==> config.mk <==
export PLATFORM = sky130hd
export DESIGN_NAME = pcp_config_page
export DESIGN_NICKNAME = d
export VERILOG_FILES = /design/src/hw/pcp_pkg.sv /design/src/hw/pcp_config_page.sv
export SDC_FILE = /design/constraint.sdc
export NUM_CORES = 1
export LEC_CHECK = 0
export BUFFER_PORTS_ARGS = -buffer_cell sky130_fd_sc_hd__buf_2
export CAP_MARGIN = 25
export CELL_PAD_IN_SITES_DETAIL_PLACEMENT = 1
export CELL_PAD_IN_SITES_GLOBAL_PLACEMENT = 2
export CORE_UTILIZATION = 33
export DETAILED_ROUTE_END_ITERATION = 8
export GPL_TIMING_DRIVEN = 0
export PLACE_DENSITY = 0.78
export SYNTH_ARGS = -nofsm -noshare
export SYNTH_HDL_FRONTEND = slang
export SYNTH_SLANG_ARGS = --single-unit
==> constraint.sdc <==
create_clock -name mclk -period 2.54 [get_ports mclk]
set_input_delay 0.508 -clock mclk [delete_from_list [all_inputs] [get_ports mclk]]
set_output_delay 0.508 -clock mclk [all_outputs]
set_load 0.02 [all_outputs]
==> src/hw/pcp_pkg.sv <==
package pcp_pkg;

  // indirect port addresses in ordinary register space
  localparam logic [7:0] ADDR_DATA   = 8'he2;
  localparam logic [7:0] ADDR_ADRH   = 8'he3;
  localparam logic [7:0] ADDR_ADRL   = 8'he4;
  localparam logic [7:0] ADDR_MODE   = 8'he5;
  localparam logic [7:0] ADDR_TRIG   = 8'he6;
  localparam logic [7:0] ADDR_CTRL   = 8'he7;

  // protected page offsets
  localparam logic [7:0] OFS_IAPLOW  = 8'h03;
  localparam logic [7:0] OFS_OSCSEL  = 8'h40;
  localparam logic [7:0] OFS_WDSEL   = 8'h41;
  localparam logic [7:0] OFS_RTCSEL  = 8'h42;
  localparam logic [7:0] OFS_BOD     = 8'h44;
  localparam logic [7:0] OFS_VREF    = 8'h45;
  localparam logic [7:0] OFS_WPROT   = 8'h48;

  // reset values
  localparam logic [7:0] RST_IAPLOW  = 8'h36;
  localparam logic [7:0] RST_OSCSEL  = 8'h50;
  localparam logic [7:0] RST_WDSEL   = 8'h02;
  localparam logic [7:0] RST_RTCSEL  = 8'h00;
  localparam logic [7:0] RST_BOD     = 8'h05;
  localparam logic [7:0] RST_VREF    = 8'h00;
  localparam logic [7:0] RST_WPROT   = 8'h00;

  // fixed bits of mixed registers
  localparam logic [7:0] WDSEL_MASK  = 8'hdc;
  localparam logic [7:0] WDSEL_FIXED = 8'h02;
  localparam logic [7:0] BOD_MASK    = 8'hbe;
  localparam logic [7:0] BOD_FIXED   = 8'h01;
  localparam logic [7:0] VREF_MASK   = 8'h80;

  // trigger bytes and mode codes
  localparam logic [7:0] TRIG_FIRST  = 8'h46;
  localparam logic [7:0] TRIG_SECOND = 8'hb9;
  localparam logic [7:0] MODE_PWRITE = 8'h04;
  localparam logic [7:0] MODE_PREAD  = 8'h05;
  localparam logic [7:0] PAGE_HIGH   = 8'h00;

  // control register bit positions
  localparam int CTRL_EN_BIT   = 7;
  localparam int CTRL_FAIL_BIT = 4;

  localparam logic [7:0] IAP_PAGE_SHIFT = 8'h08;
  localparam int         STALL_CYCLES   = 2;

  typedef enum logic [1:0] {
    PCP_IDLE  = 2'b00,
    PCP_ARMED = 2'b01,
    PCP_BUSY  = 2'b10
  } pcp_phase_type;

  typedef struct packed {
    logic       wr;
    logic       rd;
    logic [7:0] addr;
    logic [7:0] wdata;
  } pcp_bus_type;

  typedef struct packed {
    logic [1:0] crystal_gain_sel;
    logic       crystal_osc_enable;
    logic       fast_rc_enable;
    logic [1:0] main_clock_source_sel;
    logic       multiplier_enable;
    logic [1:0] osc_input_source_sel;
    logic       crystal_pins_as_gpio;
    logic [1:0] watchdog_clock_sel;
    logic       watchdog_event_bit_sel;
    logic [1:0] main_clock_divider_sel;
    logic [2:0] rtc_source_sel;
    logic [4:0] rtc_prescale_sel;
    logic       detector2_keep_awake;
    logic [1:0] detector2_level_sel;
    logic       detector2_enable;
    logic       voltage_ref_enable;
    logic [7:0] page_write_protect;
    logic [15:0] iap_low_addr;
    logic [15:0] iap_high_addr;
  } pcp_cfg_type;

endpackage

==> src/hw/pcp_config_page.sv <==
`timescale 1ns/1ns

////////////////////////////////////////////////////////////////////////////
// How it works
// - page-write mode copies data into indexed register
// - page-read mode copies indexed register into data
// - enable bit plus ordered trigger pair starts op
// - region low is boundary times 256
// - crystal gain field selects low or high gain
// - crystal disabled frees pins as port bits
// - main clock source field selects input or multiplier
// - oscillator input field picks four sources
// - watchdog clock field picks three sources
// - watchdog event bit picks counter bit 8/0
// - divider field divides main clock by 1-8
// - rtc source field picks five sources
// - keep-awake bit holds detector two in power-down
// - detector two level field, loaded from option bits
// - detector two flag resets when enabled
// - detector two enable bit powers detector
// - detector one flag resets when enabled
// - reference enable bit powers 1.4 V reference
// - enable bit clear refuses every indirect access
// - fail flag shows last command failure
// - cpu stalled until indirect operation completes
module pcp_config_page #(
  parameter logic [15:0] BOOT_START = 16'h3a00
) (
  input  wire  logic                 mclk,
  input  wire  logic                 srst,
  input  wire  pcp_pkg::pcp_bus_type bus,
  output logic [7:0]                 rdata,
  output logic                       cpu_stall,
  input  wire  logic [1:0]           bod_level_option,
  input  wire  logic                 detector1_flag,
  input  wire  logic                 detector2_flag,
  output logic                       brownout_reset,
  output pcp_pkg::pcp_cfg_type       cfg
);

  ////////////////////////////////////////////////////////////////////////////

  typedef struct packed {
    pcp_pkg::pcp_phase_type phase;
    logic [1:0]             stall_cnt;
    logic                   strap_done;
    logic [7:0]             data;
    logic [7:0]             adrh;
    logic [7:0]             adrl;
    logic [7:0]             mode;
    logic                   enable;
    logic                   fail;
    logic [7:0]             iaplow;
    logic [7:0]             oscsel;
    logic [7:0]             wdsel;
    logic [7:0]             rtcsel;
    logic [7:0]             bod;
    logic [7:0]             vref;
    logic [7:0]             wprot;
    logic [1:0]             f1_sync;
    logic [1:0]             f2_sync;
    logic                   bor;
    logic [7:0]             rdata;
  } pcp_state_type;

  pcp_state_type state_reg;
  pcp_state_type state_next;

  logic       page_hit;
  logic [7:0] page_val;
  logic       trig_wr;

  ////////////////////////////////////////////////////////////////////////////

  always_comb begin
    page_hit = 1'b1;
    unique case (state_reg.adrl)
      pcp_pkg::OFS_IAPLOW: page_val = state_reg.iaplow;
      pcp_pkg::OFS_OSCSEL: page_val = state_reg.oscsel;
      pcp_pkg::OFS_WDSEL:  page_val = state_reg.wdsel;
      pcp_pkg::OFS_RTCSEL: page_val = state_reg.rtcsel;
      pcp_pkg::OFS_BOD:    page_val = state_reg.bod;
      pcp_pkg::OFS_VREF:   page_val = state_reg.vref;
      pcp_pkg::OFS_WPROT:  page_val = state_reg.wprot;
      default: begin
        page_val = 8'h00;
        page_hit = 1'b0;
      end
    endcase
  end

  assign trig_wr = bus.wr && bus.addr == pcp_pkg::ADDR_TRIG;

  always_comb begin
    state_next = state_reg;
    // option bits captured on the first clocked cycle after reset
    if (!state_reg.strap_done) begin
      state_next.strap_done = 1'b1;
      state_next.bod[5:4]   = bod_level_option;
    end
    // two-flop synchronisers; analog flags are asynchronous
    state_next.f1_sync = {state_reg.f1_sync[0], detector1_flag};
    state_next.f2_sync = {state_reg.f2_sync[0], detector2_flag};
    state_next.bor = (state_reg.f1_sync[1] && state_reg.bod[1])
                   || (state_reg.f2_sync[1] && state_reg.bod[3]);

    // only the indirect ports are visible; page offsets never decode
    if (bus.wr && state_reg.phase != pcp_pkg::PCP_BUSY) begin
      unique case (bus.addr)
        pcp_pkg::ADDR_DATA: state_next.data = bus.wdata;
        pcp_pkg::ADDR_ADRH: state_next.adrh = bus.wdata;
        pcp_pkg::ADDR_ADRL: state_next.adrl = bus.wdata;
        pcp_pkg::ADDR_MODE: state_next.mode = bus.wdata;
        pcp_pkg::ADDR_CTRL: begin
          state_next.enable = bus.wdata[pcp_pkg::CTRL_EN_BIT];
          state_next.fail   = bus.wdata[pcp_pkg::CTRL_FAIL_BIT];
        end
        default: ;
      endcase
    end

    unique case (bus.addr)
      pcp_pkg::ADDR_DATA: state_next.rdata = state_reg.data;
      pcp_pkg::ADDR_ADRH: state_next.rdata = state_reg.adrh;
      pcp_pkg::ADDR_ADRL: state_next.rdata = state_reg.adrl;
      pcp_pkg::ADDR_MODE: state_next.rdata = state_reg.mode;
      pcp_pkg::ADDR_CTRL: state_next.rdata = {state_reg.enable, 2'b00,
                                              state_reg.fail, 4'h0};
      default:            state_next.rdata = 8'h00;
    endcase

    unique case (state_reg.phase)
      pcp_pkg::PCP_IDLE: begin
        if (trig_wr && bus.wdata == pcp_pkg::TRIG_FIRST) begin
          state_next.phase = pcp_pkg::PCP_ARMED;
        end
      end
      pcp_pkg::PCP_ARMED: begin
        // any other bus write or read between the bytes breaks the pair
        if (bus.wr || bus.rd) begin
          state_next.phase = pcp_pkg::PCP_IDLE;
          if (trig_wr && bus.wdata == pcp_pkg::TRIG_SECOND) begin
            state_next.phase     = pcp_pkg::PCP_BUSY;
            state_next.stall_cnt = 2'(pcp_pkg::STALL_CYCLES - 1);
          end else if (trig_wr && bus.wdata == pcp_pkg::TRIG_FIRST) begin
            state_next.phase = pcp_pkg::PCP_ARMED;
          end
        end
      end
      pcp_pkg::PCP_BUSY: begin
        if (state_reg.stall_cnt != 2'b00) begin
          state_next.stall_cnt = state_reg.stall_cnt - 2'b01;
        end else begin
          state_next.phase = pcp_pkg::PCP_IDLE;
          state_next.fail  = 1'b1;
          if (state_reg.enable && page_hit
              && state_reg.adrh == pcp_pkg::PAGE_HIGH) begin
            if (state_reg.mode == pcp_pkg::MODE_PWRITE) begin
              state_next.fail = 1'b0;
              unique case (state_reg.adrl)
                pcp_pkg::OFS_IAPLOW: state_next.iaplow = state_reg.data;
                pcp_pkg::OFS_OSCSEL: state_next.oscsel = state_reg.data;
                pcp_pkg::OFS_WDSEL:  state_next.wdsel =
                  (state_reg.data & pcp_pkg::WDSEL_MASK)
                  | pcp_pkg::WDSEL_FIXED;
                pcp_pkg::OFS_RTCSEL: state_next.rtcsel = state_reg.data;
                pcp_pkg::OFS_BOD:    state_next.bod =
                  (state_reg.data & pcp_pkg::BOD_MASK)
                  | pcp_pkg::BOD_FIXED;
                pcp_pkg::OFS_VREF:   state_next.vref =
                  state_reg.data & pcp_pkg::VREF_MASK;
                default:             state_next.wprot = state_reg.data;
              endcase
            end else if (state_reg.mode == pcp_pkg::MODE_PREAD) begin
              state_next.fail = 1'b0;
              // boundary register is write-only and reads back zero
              state_next.data = state_reg.adrl == pcp_pkg::OFS_IAPLOW
                              ? 8'h00 : page_val;
            end
          end
        end
      end
      default: state_next.phase = pcp_pkg::PCP_IDLE;
    endcase
  end

  ////////////////////////////////////////////////////////////////////////////

  always_ff @(posedge mclk) begin
    if (srst) begin
      state_reg            <= '0;
      state_reg.phase      <= pcp_pkg::PCP_IDLE;
      state_reg.iaplow     <= pcp_pkg::RST_IAPLOW;
      state_reg.oscsel     <= pcp_pkg::RST_OSCSEL;
      state_reg.wdsel      <= pcp_pkg::RST_WDSEL;
      state_reg.rtcsel     <= pcp_pkg::RST_RTCSEL;
      state_reg.bod        <= pcp_pkg::RST_BOD;
      state_reg.vref       <= pcp_pkg::RST_VREF;
      state_reg.wprot      <= pcp_pkg::RST_WPROT;
    end else begin
      state_reg <= state_next;
    end
  end

  ////////////////////////////////////////////////////////////////////////////

  assign rdata          = state_reg.rdata;
  assign cpu_stall      = state_reg.phase == pcp_pkg::PCP_BUSY;
  assign brownout_reset = state_reg.bor;

  always_comb begin
    cfg.crystal_gain_sel       = state_reg.oscsel[7:6];
    cfg.crystal_osc_enable     = state_reg.oscsel[5];
    cfg.crystal_pins_as_gpio   = !state_reg.oscsel[5];
    cfg.fast_rc_enable         = state_reg.oscsel[4];
    cfg.main_clock_source_sel  = state_reg.oscsel[3:2];
    // multiplier must run for any non-zero source code
    cfg.multiplier_enable      = state_reg.oscsel[3:2] != 2'b00;
    cfg.osc_input_source_sel   = state_reg.oscsel[1:0];
    cfg.watchdog_clock_sel     = state_reg.wdsel[7:6];
    cfg.watchdog_event_bit_sel = state_reg.wdsel[4];
    cfg.main_clock_divider_sel = state_reg.wdsel[3:2];
    cfg.rtc_source_sel         = state_reg.rtcsel[7:5];
    cfg.rtc_prescale_sel       = state_reg.rtcsel[4:0];
    cfg.detector2_keep_awake   = state_reg.bod[7];
    cfg.detector2_level_sel    = state_reg.bod[5:4];
    cfg.detector2_enable       = state_reg.bod[2];
    cfg.voltage_ref_enable     = state_reg.vref[7];
    cfg.page_write_protect     = state_reg.wprot;
    cfg.iap_low_addr  = {state_reg.iaplow, 8'h00};
    cfg.iap_high_addr = BOOT_START - 16'h0001;
  end

endmodule // pcp_config_page

---- After elaboration in Yosys (flattened, before gate mapping) ----
Index checks and enable logic that the tools add are counted.
operators by class
  muxes and demuxes ....................... 39
  reduce and logical (&&, ||, !) cells .... 31
  add/sub/neg operators ................... 1
  bitwise operators ....................... 2
  eq/ne operators ......................... 25
operators with widths
  kind                  count
  $mux W57              3
  $mux W8               17
  $mux W104             1
  $eq A8 B7 Y1 const B  7
  $eq A8 B8 Y1 const B  7
  $mux W56              1
  $pmux W8 S6           1
  $pmux W8 S5           1
  $reduce_and A5 Y1     7
  $mux W34              1
  $eq A8 B3 Y1 const B  2
  $mux W2               7
  $ne A2 B2 Y1 const B  5
  $eq A8 B2 Y1 const B  1
  $logic_and A1 B1 Y1   8
  $logic_not A8 Y1      1
  $reduce_and A2 Y1     4
  $reduce_or A7 Y1      1
  $pmux W2 S3           1
  $reduce_bool A2 Y1    3
  $reduce_or A6 Y1      1
  $mux W1               4
  $mux W4               1
  $pmux W2 S2           1
  other kinds (10)      12
word-level totals
  output and inout port bits .............. 78
  logic and storage cells ................. 119
  input port bits ......................... 24
  flip-flop bits (word level) ............. 96

---- Logic depth before layout (Yosys ltp) ----
  depth after elaboration ................. 9
  gate-level depth with buffers ........... 9
  gate-level depth less buffers ........... 8

---- Least setup slack after synthesis ----
No wires, ideal clock.
  path type ............................... in2reg
  start ................................... input port bus[11] in the netlist's numbering
  end ..................................... register state_reg[100] in the netlist's numbering
  setup time .............................. 71 ps
  arrival time ............................ 2245 ps
  buffers on the path ..................... 1
  path slack .............................. 224 ps
  required time ........................... 2469 ps
  stages on the path ...................... 7
  path through ............................ nor3b_1 -> nand4_1 -> nor4b_1 -> buf_2 -> mux2i_1 -> or2_2 -> a21oi_1
on the way
  longest elaborated chain between the ends .. 8
ends and longest elaborated chain
  element                 line                    text
  start: declaration      pcp_config_page.sv:31   input wire pcp_pkg::pcp_bus_type bus,
  $eq A8 B8 Y1 *          pcp_config_page.sv:109  unique case (bus.addr)
  $mux W8 *               pcp_config_page.sv:109
  $mux W34 *              pcp_config_page.sv:108  if (bus.wr && state_reg.phase != pcp_pkg::PCP_BUSY) begin
  $mux W8                 pcp_config_page.sv:174  end else if (state_reg.mode == pcp_pkg::MODE_PREAD) begin
  $mux W8                 pcp_config_page.sv:158  if (state_reg.mode == pcp_pkg::MODE_PWRITE) begin
  $mux W8                 pcp_config_page.sv:156  if (state_reg.enable && page_hit
  $mux W8                 pcp_config_page.sv:151  if (state_reg.stall_cnt != 2'b00) begin
  $mux W8 *               pcp_config_page.sv:132  unique case (state_reg.phase)
  end signal: assignment  pcp_config_page.sv:201  state_reg <= state_next;
  end: declaration        pcp_config_page.sv:66   pcp_state_type state_reg;
Every way passes the cells marked *; elsewhere a longest branch is shown, timed or not.
A chain may end at the register's enable or synchronous reset.

---- Worst setup path after layout ----
  start ................................... register state_reg[83] in the netlist's numbering
  end ..................................... register state_reg (netlist bit cfg[41])
on the way
  longest elaborated chain between the ends .. 6
  elaborated cells between the ends (all ways) .. 12
  classes of those cells .................. 7 x eq/ne; 1 x mux; 4 x reduce/logical
ends and longest elaborated chain
  element                                     line                    text
  $eq A8 B2 Y1, or another cell as far along  pcp_config_page.sv:77   unique case (state_reg.adrl)
  $reduce_or A7 Y1 (no source line)           -
  $mux W1                                     pcp_config_page.sv:77
  $logic_and A1 B1 Y1                         pcp_config_page.sv:156
  $logic_and A1 B1 Y1                         pcp_config_page.sv:157  && state_reg.adrh == pcp_pkg::PAGE_HIGH) begin
  $reduce_and A5 Y1 (no source line) *        -
Marked as above.

==> summary.md <==
| Metric | Value |
|---|---|
| Outcome | `finished clean` |
| # IOs | `102` |
| CTS Root Cell | `clkbuf_16` |
| # fillers | `1,717` |
| Critical path origin | `state_reg[83]` |
| Most frequent cell after synthesis | `dfxtp_1` |
| Clk_lat worst skew | `0.35 ns` |
| WL final | `15.80 mm` |
| FF+latch area | `1923 µm²` |
| Top cells by count, synth | `96 x dfxtp_1, 76 x mux2i_1, 75 x nor2_1` |
| Routed vias | `4,246` |
| Worst Path Arrival | `2.65 ns` |
| Gr ovfl total | `0` |
| Setup violations, final | `0` |
| N_diodes | `0` |
| Layout Skew | `0.008534 ns` |
| Most used DFF post-synth | `dfxtp_1` |
| H-tree Lvls | `3` |
| Detail Placement HPWL | `11.65 mm` |
| Yosys cell types | `49` |
| Fmax | `410.2 MHz` |
| Initial antenna violation count | `0` |
| Wire length of the first global-routing pass | `24.09 mm` |
| Core area | `14,480 µm²` |
| DRC errors left | `0` |
| Synth top area share | `0.3934` |
| Fin nets | `671` |
| I/O Buffers | `76` |
| Synth Instances | `534` |
| Routed length per instance | `18.93 µm` |
| Number of flip-flops in the largest register | `43` |
| Tcrit/Tclk final | `0.9598` |
| Power Density | `512.6 nW/µm²` |
| Fraction of registers with async set/reset | `0` |
| Slowest cell delay on critical path | `0.53 ns` |
| Final Hold Vio Count | `0` |
| Critical path launch point type | `register` |
| Yosys top cell by area | `dfxtp_1` |
| Max-cap violations | `0` |
| CTS tree | `yes` |
| Peak VDD IR | `0.0004091 V` |
| Relative slew slack | `0.4943` |
| CTS clk-pin slew, worst paths | `0.07 ns` |
| Share of layout cells above drive strength 1 | `0.3149` |
| Tot GR Track Use | `0.2166` |
| RSZ-0062 raised after global routing | `true` |
| Register bit count reported by yosys | `96` |
| Crit. End Element | `register` |
| Crit-path slowest cell | `or4_4` |
| Largest net degree at the start of global routing | `17` |
| Slew Limit Fails | `0` |
| CP max FO | `8` |
| Largest family of logic cells by synthesized area | `simple AND/OR/NAND/NOR gates` |
| Warnings, synthesis | `0` |
| P_leak | `2.671 nW` |
| Sequential element share of the synthesized area | `0.3934` |
| Vias per cell | `5.085` |
| Pre-CTS WS | `-0.3825 ns` |
| Die Y | `123.7 µm` |
| Number of synthesized flops with an enable pin | `0` |
| Post-Synth Simple-Gate Area | `0.1811` |
| Slack of the critical path | `0.1020 ns` |
| Hold_sp | `detector2_flag` |
| Adder-cell share of the synthesized area | `0.002561` |
| WS Path Type | `reg2reg` |
| Starting Density | `0.3374` |
| Vias in the first global route | `4,218` |
| Drt pass-1 iters | `4` |
| Min Tclk post-route | `2.438 ns` |
| GP Congestion | `0.8412` |
| Starting DRC count in detailed routing | `257` |
| Post-synthesis mux area share | `0.1650` |
| Synthesis-to-layout area growth | `23.00%` |
| XOR/XNOR Fraction of Synth Area | `0` |
| Cell Area, Synth | `4885 µm²` |
| Hold WS | `0.3852 ns` |
| Synth top area cells | `dfxtp_1 39%, mux2i_1 16%, buf_4 11%` |
| Worst slew pin tran | `0.7586 ns` |
| Clock sinks | `96` |
| TritonCTS buffer count | `9` |
| CP required | `2.75 ns` |
| Clock buffer depth | `2` |
| Reg-to-Reg Start | `state_reg[83]` |
| Die width | `123.7 µm` |
| Syn_area_per_cell | `9.147 µm²` |
| Final core utilization | `0.4150` |
| Area of the multi-input gates | `2422 µm²` |
| Num rows | `44` |
| HP Class | `in2reg` |
| Compound-Gate Fraction of Synth Area | `0.1107` |
| CP cell instances | `or4b_1 > buf_4 > or3_1 > or4_4 > buf_6 > mux2i_1 > nand2_1` |
| Die Area | `15,290 µm²` |
| Antenna violation net count after detailed routing | `0` |
==> per-layer routing <==
metal / vias up / share of wire / track usage
li1: 2007 / - / -
met1: 2101 / 0.43 / 0.2646
met2: 116 / 0.50 / 0.3764
met3: 22 / 0.051 / 0.04899
met4: 0 / 0.018 / 0.06476
met5: - / 0 / 0
==> final timing paths <==
path | to | cells past startpoint | slack [ns]
worst min register to register | state_reg[12] | 1 | 0.46
worst max register to register | cfg[41] | 7 | 0.10
worst max-delay path | cfg[41] | 7 | 0.10
worst min-delay path | state_next[10] | 2 | 0.39
==> power breakdown <==
group | internal (mW) | switching [mW]
Combinational | 0.0636 | 0.128
Sequential | 1.51 | 0.00437
Clock | 0.769 | 0.604
==> placed cells by master (no fill, tap or decap), types with 5 or more instances in the layout <==
| cell type | n |
|---|---|
| dfxtp_1 | 95 |
| buf_2 | 79 |
| buf_4 | 78 |
| mux2i_1 | 76 |
| nor2_1 | 75 |
| nand2_1 | 25 |
| conb_1 | 24 |
| clkbuf_1 | 22 |
| a211oi_1 | 21 |
| nor2b_1 | 14 |
| a22oi_1 | 13 |
| a21oi_1 | 9 |
| o21ai_0 | 9 |
| clkbuf_16 | 9 |
| a221oi_1 | 8 |
| inv_1 | 7 |
| nor3_1 | 6 |
| nand3_1 | 5 |
==> final cells by class <==
cell class                 count  area share
clock inverter                 6     0.01145
tap                          184     0.03832
sequential                    96      0.3201
inverter                       8    0.004998
buffer                       103      0.1135
multi-input combinational    348      0.4032
timing repair buffer          80     0.07039
clock buffer                  10     0.03811
==> critical path, delay by kind of cell (launching register included) <==
kind                   cells  cell delay (ns)
buffers and inverters      2             0.34
DFF                        1             0.34
muxes                      1             0.14
and+or+nand+nor            4             1.46
==> per-stage QoR <==
step	total power, mW	setup TNS [ns]	instances	cell area (µm²)
final	3.080	0	835	6008
after global routing	3.190	-0.01903	835	6008
after CTS	3.112	-0.06142	835	5971
after detailed placement	1.739	-9.934	816	5578
after global placement	1.735	-8.175	816	5578
after floorplan	1.668	0	556	4967
==> repair_timing <==
action / 4_1_cts / 5_1_grt
setup endpoints to repair: 47 / 40
setup buffers: 3 / 1
resized for setup: 11 / 10
endpoints found under the hold margin: 0 / 0
hold buffers: 0 / 0
pin swaps: 3 / 2
==> cell families after synthesis <==
group	count (synthesis)
AND/OR/NAND/NOR	169
buffers and inverters	112
flip-flops	96
multiplexers	80
AO/OA/AOI/OAI	74
other	2
adder cells (fa/ha/maj)	1
No activity file was read; power rests on OpenSTA's default activity.
